File: src/logic/monitor_pkg.sv
// constants and types shared by the shunt monitor configuration block
// Operation
// - Writing one to bit 15 of the configuration word resets every register to its default, and the bit clears itself.
// - Bits 14, 13 and 12 enable channels one, two and three, one meaning enabled, all enabled by default.
// - Bits 11 to 9 pick 1, 4, 16, 64, 128, 256, 512 or 1024 averaged samples, default 1.
// - Bits 8 to 6 pick a bus conversion time from 140 us up to 8.244 ms, default code 100.
// - Bits 5 to 3 pick the shunt conversion time with the same table, default code 100.
// - Bits 2 to 0 pick power-down (000, 100), single-shot (001 to 011) or continuous (101 to 111) shunt, bus or both.
// - Reading the configuration word never disturbs the settings or a running conversion.
// - Writing the configuration word halts conversion until the write ends, then a new one starts with the new settings.
// - After reset the configuration word reads 7127h.
// - The channel-1 shunt result is twos complement with sign in bit 15, data in 14 to 3 and zeros in 2 to 0.
// - One result step is 40 uV and positive full scale of 163.8 mV reads 7FF8.
// - The channel-1 shunt result holds the average over the selected number of samples.
// - Every 16-bit register moves over the two-wire link as two bytes, high byte first.
package monitor_pkg;

  localparam logic [7:0]  CFG_OFFSET    = 8'h00;
  localparam logic [7:0]  RESULT_OFFSET = 8'h01;
  localparam logic [15:0] CFG_RESET     = 16'h7127;
  localparam logic [15:0] RESULT_RESET  = 16'h0000;
  localparam int          SOFT_RESET_BIT = 15;
  localparam int          RESULT_LSB     = 3;
  localparam int          SAMPLE_WIDTH   = 13;
  localparam logic [6:0]  DEV_ADDR_DEF   = 7'h40;

  // averaging codes as shift amounts: 1,4,16,64,128,256,512,1024
  localparam logic [3:0] AVG_SHIFT [8] = '{4'h0, 4'h2, 4'h4, 4'h6, 4'h7, 4'h8, 4'h9, 4'hA};

  localparam int unsigned CLK_PERIOD_NS = 40;
  localparam int unsigned CONV_TIME_NS [8] = '{140000, 204000, 332000, 588000,
                                               1100000, 2116000, 4156000, 8244000};
  localparam int unsigned CONV_CYCLES_DEF [8] = '{
    CONV_TIME_NS[0] / CLK_PERIOD_NS, CONV_TIME_NS[1] / CLK_PERIOD_NS,
    CONV_TIME_NS[2] / CLK_PERIOD_NS, CONV_TIME_NS[3] / CLK_PERIOD_NS,
    CONV_TIME_NS[4] / CLK_PERIOD_NS, CONV_TIME_NS[5] / CLK_PERIOD_NS,
    CONV_TIME_NS[6] / CLK_PERIOD_NS, CONV_TIME_NS[7] / CLK_PERIOD_NS};

  typedef struct packed {
    logic       softReset;
    logic       chan_one_enable;
    logic       chan_two_enable;
    logic       chan_three_enable;
    logic [2:0] sample_average_count;
    logic [2:0] bus_conversion_time;
    logic [2:0] shunt_conversion_time;
    logic [2:0] operating_mode_select;
  } measurement_config_s;

  typedef enum logic [3:0] {
    LINK_IDLE, LINK_ADDR, LINK_ACK_ADDR, LINK_PTR, LINK_ACK_PTR,
    LINK_WRITE, LINK_ACK_WRITE, LINK_READ, LINK_ACK_READ
  } link_state_e;

  typedef enum logic {ENG_IDLE, ENG_CONV} engine_state_e;

endpackage

File: src/logic/shunt_monitor.sv
// configuration register, conversion sequencer and channel-1 shunt result behind a two-wire slave
`timescale 1ns/100ps
`default_nettype none
module shunt_monitor
#(
  parameter logic [6:0]  DEV_ADDR         = monitor_pkg::DEV_ADDR_DEF,
  parameter int unsigned CONV_CYCLES [8]  = monitor_pkg::CONV_CYCLES_DEF
)
(
  // clock and reset
  input  wire logic                                  core_clk,
  input  wire logic                                  rstn,
  // two-wire link
  input  wire logic                                  scl,
  input  wire logic                                  sdaIn,
  output var  logic                                  sdaOut,
  output var  logic                                  sdaOe,
  // converter front end
  input  wire logic signed [monitor_pkg::SAMPLE_WIDTH-1:0] shuntSample,
  output var  logic                                  convActive,
  output var  logic [1:0]                            muxChannel,
  output var  logic                                  muxBus
);
  import monitor_pkg::*;

  // link synchronisers and edge history
  logic sclMeta, sclSync, sclPrev, sdaMeta, sdaSync, sdaPrev;
  logic sclRise, sclFall, startCond, stopCond;

  // link state
  link_state_e linkState_reg;
  logic [7:0]  shift_reg;
  logic [2:0]  bitCnt_reg;
  logic        isRead_reg, byteHigh_reg, ackOn_reg;
  logic [7:0]  ptr_reg;
  logic [7:0]  wrHigh_reg;
  logic        writeHold_reg;
  logic        cfgWrite_reg;
  logic [15:0] cfgWord_reg;
  logic        sdaOe_reg;
  logic [15:0] readWord;
  logic [7:0]  rxByte;

  // configuration and result
  measurement_config_s cfg_reg;
  logic                softRst_reg;
  logic [15:0]         result_reg;
  logic                localRst;

  // conversion engine
  engine_state_e engState_reg;
  logic [2:0]    step_reg;
  logic [17:0]   timer_reg;
  logic [10:0]   avgCnt_reg;
  logic signed [23:0] acc_reg;
  logic          startPending_reg;
  logic [5:0]    stepEnabled;
  logic [2:0]    firstStep, nextStep;
  logic          anyStep, hasNext;
  logic signed [23:0] accSum, avgValue;
  logic [10:0]   avgTarget;
  logic [2:0]    chanOn;

  assign localRst = !rstn || softRst_reg;

  always_ff @(posedge core_clk)
  begin
    if (!rstn)
    begin
      sclMeta <= 1'b1;
      sclSync <= 1'b1;
      sclPrev <= 1'b1;
      sdaMeta <= 1'b1;
      sdaSync <= 1'b1;
      sdaPrev <= 1'b1;
    end
    else
    begin
      sclMeta <= scl;
      sclSync <= sclMeta;
      sclPrev <= sclSync;
      sdaMeta <= sdaIn;
      sdaSync <= sdaMeta;
      sdaPrev <= sdaSync;
    end
  end

  assign sclRise   = sclSync && !sclPrev;
  assign sclFall   = !sclSync && sclPrev;
  assign startCond = sclSync && sclPrev && sdaPrev && !sdaSync;
  assign stopCond  = sclSync && sclPrev && !sdaPrev && sdaSync;
  assign rxByte    = {shift_reg[6:0], sdaSync};

  // reads only select a word; nothing here changes state
  always_comb
  begin
    case (ptr_reg)
      CFG_OFFSET:    readWord = {1'b0, cfg_reg[14:0]};
      RESULT_OFFSET: readWord = result_reg;
      default:       readWord = 16'h0000;
    endcase
  end

  // two-wire slave; a register is two bytes, high first
  always_ff @(posedge core_clk)
  begin
    cfgWrite_reg <= 1'b0;
    if (!rstn)
    begin
      linkState_reg <= LINK_IDLE;
      shift_reg     <= 8'h00;
      bitCnt_reg    <= 3'h0;
      isRead_reg    <= 1'b0;
      byteHigh_reg  <= 1'b1;
      ackOn_reg     <= 1'b0;
      ptr_reg       <= CFG_OFFSET;
      wrHigh_reg    <= 8'h00;
      writeHold_reg <= 1'b0;
      cfgWord_reg   <= CFG_RESET;
      sdaOe_reg     <= 1'b0;
    end
    else if (startCond || stopCond)
    begin
      linkState_reg <= startCond ? LINK_ADDR : LINK_IDLE;
      bitCnt_reg    <= 3'h0;
      ackOn_reg     <= 1'b0;
      sdaOe_reg     <= 1'b0;
      writeHold_reg <= 1'b0;
    end
    else
    begin
      case (linkState_reg)
        LINK_ADDR, LINK_PTR, LINK_WRITE:
        begin
          if (sclRise)
          begin
            shift_reg  <= rxByte;
            bitCnt_reg <= bitCnt_reg + 3'h1;
            if (bitCnt_reg == 3'h7)
            begin
              case (linkState_reg)
                LINK_ADDR:
                begin
                  isRead_reg    <= sdaSync;
                  byteHigh_reg  <= 1'b1;
                  linkState_reg <= (shift_reg[6:0] == DEV_ADDR) ? LINK_ACK_ADDR : LINK_IDLE;
                end
                LINK_PTR:
                begin
                  ptr_reg       <= rxByte;
                  byteHigh_reg  <= 1'b1;
                  linkState_reg <= LINK_ACK_PTR;
                end
                default:
                begin
                  if (byteHigh_reg)
                    wrHigh_reg <= rxByte;
                  else if (ptr_reg == CFG_OFFSET)
                  begin
                    cfgWrite_reg <= 1'b1;
                    cfgWord_reg  <= {wrHigh_reg, rxByte};
                  end
                  byteHigh_reg  <= !byteHigh_reg;
                  linkState_reg <= LINK_ACK_WRITE;
                end
              endcase
            end
          end
          // a rise here may still turn into a repeated start, so the hold waits for a fall
          else if (sclFall && linkState_reg == LINK_WRITE && ptr_reg == CFG_OFFSET && bitCnt_reg != 3'h0)
            writeHold_reg <= 1'b1;
        end
        LINK_ACK_ADDR, LINK_ACK_PTR, LINK_ACK_WRITE:
        begin
          if (sclFall)
          begin
            if (!ackOn_reg)
            begin
              ackOn_reg <= 1'b1;
              sdaOe_reg <= 1'b1;
            end
            else
            begin
              ackOn_reg  <= 1'b0;
              bitCnt_reg <= 3'h0;
              if (linkState_reg == LINK_ACK_ADDR && isRead_reg)
              begin
                shift_reg     <= readWord[15:8];
                sdaOe_reg     <= !readWord[15];
                byteHigh_reg  <= 1'b0;
                linkState_reg <= LINK_READ;
              end
              else
              begin
                sdaOe_reg     <= 1'b0;
                linkState_reg <= (linkState_reg == LINK_ACK_ADDR) ? LINK_PTR : LINK_WRITE;
              end
            end
          end
        end
        LINK_READ:
        begin
          if (sclFall)
          begin
            bitCnt_reg <= bitCnt_reg + 3'h1;
            if (bitCnt_reg == 3'h7)
            begin
              sdaOe_reg     <= 1'b0;
              linkState_reg <= LINK_ACK_READ;
            end
            else
            begin
              shift_reg <= {shift_reg[6:0], 1'b0};
              sdaOe_reg <= !shift_reg[6];
            end
          end
        end
        LINK_ACK_READ:
        begin
          if (sclRise && sdaSync)
            linkState_reg <= LINK_IDLE;
          else if (sclFall)
          begin
            shift_reg     <= byteHigh_reg ? readWord[15:8] : readWord[7:0];
            sdaOe_reg     <= byteHigh_reg ? !readWord[15] : !readWord[7];
            byteHigh_reg  <= !byteHigh_reg;
            bitCnt_reg    <= 3'h0;
            linkState_reg <= LINK_READ;
          end
        end
        default:
          linkState_reg <= LINK_IDLE;
      endcase
    end
  end

  // soft reset is a one-cycle pulse; bit 15 is never stored and reads back as zero
  always_ff @(posedge core_clk)
  begin
    if (!rstn)
      softRst_reg <= 1'b0;
    else
      softRst_reg <= cfgWrite_reg && cfgWord_reg[SOFT_RESET_BIT];
  end

  always_ff @(posedge core_clk)
  begin
    if (localRst)
      cfg_reg <= measurement_config_s'(CFG_RESET);
    else if (cfgWrite_reg && !cfgWord_reg[SOFT_RESET_BIT])
      cfg_reg <= measurement_config_s'({1'b0, cfgWord_reg[14:0]});
  end

  // step = channel*2 + phase; phase 1 is the bus conversion
  assign chanOn = {cfg_reg.chan_three_enable, cfg_reg.chan_two_enable, cfg_reg.chan_one_enable};
  generate
    for (genvar s = 0; s < 6; s++)
    begin : gStep
      assign stepEnabled[s] = chanOn[s/2] && cfg_reg.operating_mode_select[s%2];
    end
  endgenerate

  always_comb
  begin
    firstStep = 3'h0;
    anyStep   = 1'b0;
    nextStep  = 3'h0;
    hasNext   = 1'b0;
    for (int s = 5; s >= 0; s--)
    begin
      if (stepEnabled[s])
      begin
        firstStep = 3'(s);
        anyStep   = 1'b1;
        if (3'(s) > step_reg)
        begin
          nextStep = 3'(s);
          hasNext  = 1'b1;
        end
      end
    end
  end

  // sum is wide enough for 1024 full-scale samples without wrapping
  assign accSum    = acc_reg + ((step_reg == 3'h0) ? 24'(shuntSample) : 24'sh000000);
  assign avgValue  = accSum >>> AVG_SHIFT[cfg_reg.sample_average_count];
  assign avgTarget = 11'h001 << AVG_SHIFT[cfg_reg.sample_average_count];

  function automatic logic [17:0] loadTime(input logic [2:0] stepIdx, input measurement_config_s c);
    loadTime = stepIdx[0] ? 18'(CONV_CYCLES[c.bus_conversion_time])
                          : 18'(CONV_CYCLES[c.shunt_conversion_time]);
  endfunction

  always_ff @(posedge core_clk)
  begin
    if (localRst)
    begin
      engState_reg     <= ENG_IDLE;
      step_reg         <= 3'h0;
      timer_reg        <= 18'h00000;
      avgCnt_reg       <= 11'h000;
      acc_reg          <= 24'sh000000;
      startPending_reg <= 1'b1;
      result_reg       <= RESULT_RESET;
    end
    else if (writeHold_reg)
    begin
      // halted while the config write is in flight; restart afterwards
      engState_reg     <= ENG_IDLE;
      avgCnt_reg       <= 11'h000;
      acc_reg          <= 24'sh000000;
      startPending_reg <= 1'b1;
    end
    else
    begin
      case (engState_reg)
        ENG_IDLE:
        begin
          if (startPending_reg)
          begin
            startPending_reg <= 1'b0;
            if (anyStep)
            begin
              engState_reg <= ENG_CONV;
              step_reg     <= firstStep;
              timer_reg    <= loadTime(firstStep, cfg_reg);
            end
          end
        end
        ENG_CONV:
        begin
          if (timer_reg > 18'h00001)
            timer_reg <= timer_reg - 18'h00001;
          else if (hasNext)
          begin
            acc_reg   <= accSum;
            step_reg  <= nextStep;
            timer_reg <= loadTime(nextStep, cfg_reg);
          end
          else
          begin
            step_reg  <= firstStep;
            timer_reg <= loadTime(firstStep, cfg_reg);
            if (avgCnt_reg + 11'h001 == avgTarget)
            begin
              avgCnt_reg <= 11'h000;
              acc_reg    <= 24'sh000000;
              if (stepEnabled[0])
                result_reg <= {avgValue[SAMPLE_WIDTH-1:0], {RESULT_LSB{1'b0}}};
              if (!cfg_reg.operating_mode_select[2])
                engState_reg <= ENG_IDLE;
            end
            else
            begin
              avgCnt_reg <= avgCnt_reg + 11'h001;
              acc_reg    <= accSum;
            end
          end
        end
        default:
          engState_reg <= ENG_IDLE;
      endcase
    end
  end

  // line is open drain: only ever pulled low
  always_ff @(posedge core_clk)
  begin
    if (!rstn)
    begin
      sdaOut     <= 1'b0;
      sdaOe      <= 1'b0;
      convActive <= 1'b0;
      muxChannel <= 2'h0;
      muxBus     <= 1'b0;
    end
    else
    begin
      sdaOut     <= 1'b0;
      sdaOe      <= sdaOe_reg;
      convActive <= (engState_reg == ENG_CONV);
      muxChannel <= 2'(step_reg >> 1);
      muxBus     <= step_reg[0];
    end
  end

endmodule
`default_nettype wire

File: config.mk
export PLATFORM = sky130hd
export DESIGN_NAME = shunt_monitor
export DESIGN_NICKNAME = d
export VERILOG_FILES = /design/src/logic/monitor_pkg.sv /design/src/logic/shunt_monitor.sv
export SDC_FILE = /design/constraint.sdc
export NUM_CORES = 1
export LEC_CHECK = 0
export BUFFER_PORTS_ARGS = -buffer_cell sky130_fd_sc_hd__buf_2
export CAP_MARGIN = 20
export CORE_ASPECT_RATIO = 0.9
export CORE_MARGIN = 4
export CORE_UTILIZATION = 40
export DETAILED_ROUTE_END_ITERATION = 8
export PLACE_DENSITY_LB_ADDON = 0.2
export SLEW_MARGIN = 25
export SYNTH_ARGS = -nofsm -noshare
export SYNTH_HDL_FRONTEND = slang
export SYNTH_SLANG_ARGS = --single-unit
File: constraint.sdc
create_clock -name core_clk -period 4 [get_ports core_clk]
set_input_delay 0.8 -clock core_clk [delete_from_list [all_inputs] [get_ports core_clk]]
set_output_delay 0.8 -clock core_clk [all_outputs]
set_load 0.005 [all_outputs]
==> impl_metrics.json <==
{
  "status": "finished, final reports clean",
  "crit_top_cell": "buf_4",
  "grt_usage": 0.213,
  "fillers": 2549,
  "dr.pass1.iters": 5,
  "p_comb_frac": 0.155,
  "synthCells": 1363,
  "rows": 55,
  "drt-total-wl_mm": 30.8,
  "syn2layout_area_growth_pct": 12.3,
  "tritoncts": "built",
  "critPathBufInv": 4,
  "synth.distinct_cells": 84,
  "critPathCaptureType": "flop",
  "clk_pin_slew_ns": 0.08,
  "ant_nets": 0,
  "synth_seq_cells": 150,
  "nets": 1423,
  "crit_type": "flop to flop",
  "period_minus_slack_ns": 3.78,
  "drive_gt1_frac": 0.105,
  "cp.required_ns": 4.35,
  "grt_pass1_vias": 9238,
  "yosys_warnings": 0,
  "antenna_found_initial": 1,
  "tns_ns": 0,
  "cts_buffers": 17,
  "p_sw_w": 0.00120,
  "swShare": 0.316,
  "root_buffer": "clkbuf_16",
  "via_per_inst": 5.97,
  "instances_no_fill": 1726,
  "crit_family": "compound AO/OA/AOI/OAI gates",
  "path_cells": "nor3_1 -> buf_4 -> buf_4 -> and2_1 -> ha_1 -> a21o_1 -> a31o_2 -> a222oi_1 -> buf_4 -> buf_4 -> nand2_1 -> xor2_1 -> a32o_1 -> a211oi_1 -> a221oi_1 -> a21oi_1",
  "crit_path_start_kind": "flop",
  "dp_hpwl_mm": 21.6,
  "largest_register_ffs": 24,
  "antennaDiodeCount": 0,
  "relSlewSlack": 0.465,
  "synth_ff_type": "dfxtp_1",
  "clockBufferDepth": 2,
  "placed_area_mm2": 0.0108,
  "tightest_slew_ns": 0.802,
  "p_leak_nw": 4.53,
  "multi_input_area_mm2": 0.00673,
  "clock_latency_ns": 0.43,
  "finalMaxSlewViolations": 0,
  "clkPwrFrac": 0.434,
  "vias": 10300,
  "io_pins": 23,
  "gr-total-overflow": 0,
  "dp.cells": 1693,
  "crit_path_top_delay_cell": "a211oi_1",
  "internal_power_w": 0.00261,
  "fin_worst_skew_ns": 0.0143,
  "drt_iter0_drc": 1016,
  "grt_pass1_wl_mm": 49.8,
  "grt_max_degree": 58,
  "initial_core_util": 0.407,
  "routedWlPerCell_um": 17.8,
  "critPathMaxStageDelay_ns": 0.37,
  "timing.fmax_ghz": 0.264,
  "syn-cell-area_mm2": 0.0102,
  "pwr-share-seq": 0.411,
  "maxCapViolCount": 0,
  "synth_edf_count": 0,
  "synth_top_area_share": 0.294,
  "cp_max_fo": 10,
  "hold_path.class": "flop to flop",
  "portBuffers": 21,
  "irDropWorstVdd_v": 0.000252,
  "h-tree-depth": 4,
  "setup_violations": 0,
  "arrival_ns": 4.14,
  "final-seq-area_mm2": 0.00300,
  "hold_violations": 0,
  "synth_nets": 1415,
  "seq_area_frac_synth": 0.294,
  "postLayoutCellArea_mm2": 0.0115,
  "die_x_um": 176,
  "die_height_um": 160,
  "power.total_w": 0.00381,
  "timing.final.crit_share": 0.946,
  "syn_avg_cell_area_um2": 7.49,
  "clock_sinks": 150,
  "synth_area_leader_cell": "dfxtp_1",
  "synthTopCellsByArea": "dfxtp_1, nand2_1, a21oi_1, nor2_1, ha_1",
  "core_mm2": 0.0251,
  "async_flop_share": 0,
  "power_density_mw_per_mm2": 332,
  "post-route-drc-count": 0,
  "gp_congestion": 0.888,
  "die_area_mm2": 0.0282
}
[worst reg2reg max path, stage by stage, from the launching register on]
cell	delay (ns)
dfxtp_1	0.31
nor3_1	0.22
buf_4	0.23
buf_4	0.18
and2_1	0.16
ha_1	0.30
a21o_1	0.22
a31o_2	0.23
a222oi_1	0.29
buf_4	0.19
buf_4	0.13
nand2_1	0.10
xor2_1	0.21
a32o_1	0.26
a211oi_1	0.37
a221oi_1	0.16
a21oi_1	0.17
[cells by family after synthesis]
logic type | Yosys count | synth area share
simple gates | 570 | 0.276
compound gates | 397 | 0.258
buf+inv | 130 | 0.0494
xor+xnor | 33 | 0.0296
mux | 47 | 0.0493
flops | 150 | 0.294
fa+ha+maj | 35 | 0.0436
other cells | 1 | 0.000367
[final timing paths]
check	cells past startpoint	start	slack [ns]	to
setup reg to reg	16	step_reg[0]$_SDFFE_PP0P_	0.22	result_reg[10]$_SDFFE_PP0P_
hold / removal	1	sdaMeta$_SDFF_PN1_	0.40	sdaSync$_SDFF_PN1_
setup / recovery	16	step_reg[0]$_SDFFE_PP0P_	0.22	result_reg[10]$_SDFFE_PP0P_
hold reg to reg	1	sdaMeta$_SDFF_PN1_	0.40	sdaSync$_SDFF_PN1_
[layout make-up]
cell class              count  share of cell area
inverters                  40              0.0135
well taps                 342              0.0373
clock buffers              17              0.0371
repair buffers             79              0.0471
flip-flops and latches    150               0.262
clock inverters            15              0.0159
multi-input cells        1083               0.587
[cell usage in the layout (no fill, tap or decap), types with 8 or more instances in the layout]
cell and n:
a21o_1 11, o22ai_1 9, ha_1 34, buf_2 21, a22oi_1 29, a31oi_1 11
buf_4 58, nand3_1 63, or2_2 8, a211oi_1 23, and2_1 23, mux2i_1 39
a21oi_1 106, or4_1 9, or3_1 20, nand4_1 12, xor2_1 8, dfxtp_1 150
o21ai_0 74, and3_1 15, nor3_1 30, nand2_1 170, clkbuf_16 17, a221oi_1 9
o211ai_1 15, xnor2_1 24, inv_1 38, a311oi_1 11, nor2b_1 25, nor2_1 123
a21boi_0 12, nand2b_1 24, nor4_1 13
[repair_timing]
| action | in CTS | in global routing |
|---|---|---|
| gates resized for setup | 0 | 6 |
| hold buffers | 0 | 0 |
| endpoints found under the setup margin | 0 | 9 |
| buffers inserted | 0 | 1 |
[per-stage QoR]
| stage | hold WS (ns) | utilization | worst slack (ns) |
|---|---|---|---|
| finish | 0.403 | 0.457 | 0.216 |
| global route | 0.453 | 0.457 | -0.00930 |
| floorplan | 0.386 | - | 0.0788 |
| global placement | 0.389 | 0.431 | 0.160 |
| detailed placement | 0.392 | 0.431 | 0.111 |
| CTS | 0.405 | 0.455 | 0.207 |
[synthesized netlist by cell type, drive strengths merged, types with 10 or more instances]
master / number
nand2b: 24
and3: 15
and2: 23
nor3: 31
o211ai: 15
inv: 38
mux2i: 39
a31oi: 12
nand4: 12
nand2: 170
or2: 10
ha: 34
a21o: 11
a21oi: 108
clkbuf: 78
a311oi: 11
a22oi: 29
dfxtp: 150
nand3: 63
nor4: 15
a21boi: 12
a211oi: 24
o21ai: 79
xnor2: 24
or3: 20
nor2b: 26
nor2: 123
buf: 12
[routing by layer]
metal  routed length, um  global-route usage
met5                   0                   0
met4                 395              0.0425
met3                1910              0.0380
met2               13600               0.328
met1               14900               0.314
[power groups by stage]
stage                     logic, W  registers, W  clock network [W]
after global placement    0.000574       0.00160                  0
after global routing      0.000650       0.00157            0.00175
after CTS                 0.000584       0.00157            0.00168
final                     0.000591       0.00157            0.00165
after floorplan           0.000414       0.00159                  0
after detailed placement  0.000580       0.00160                  0
(Power assumes the default switching activity.)
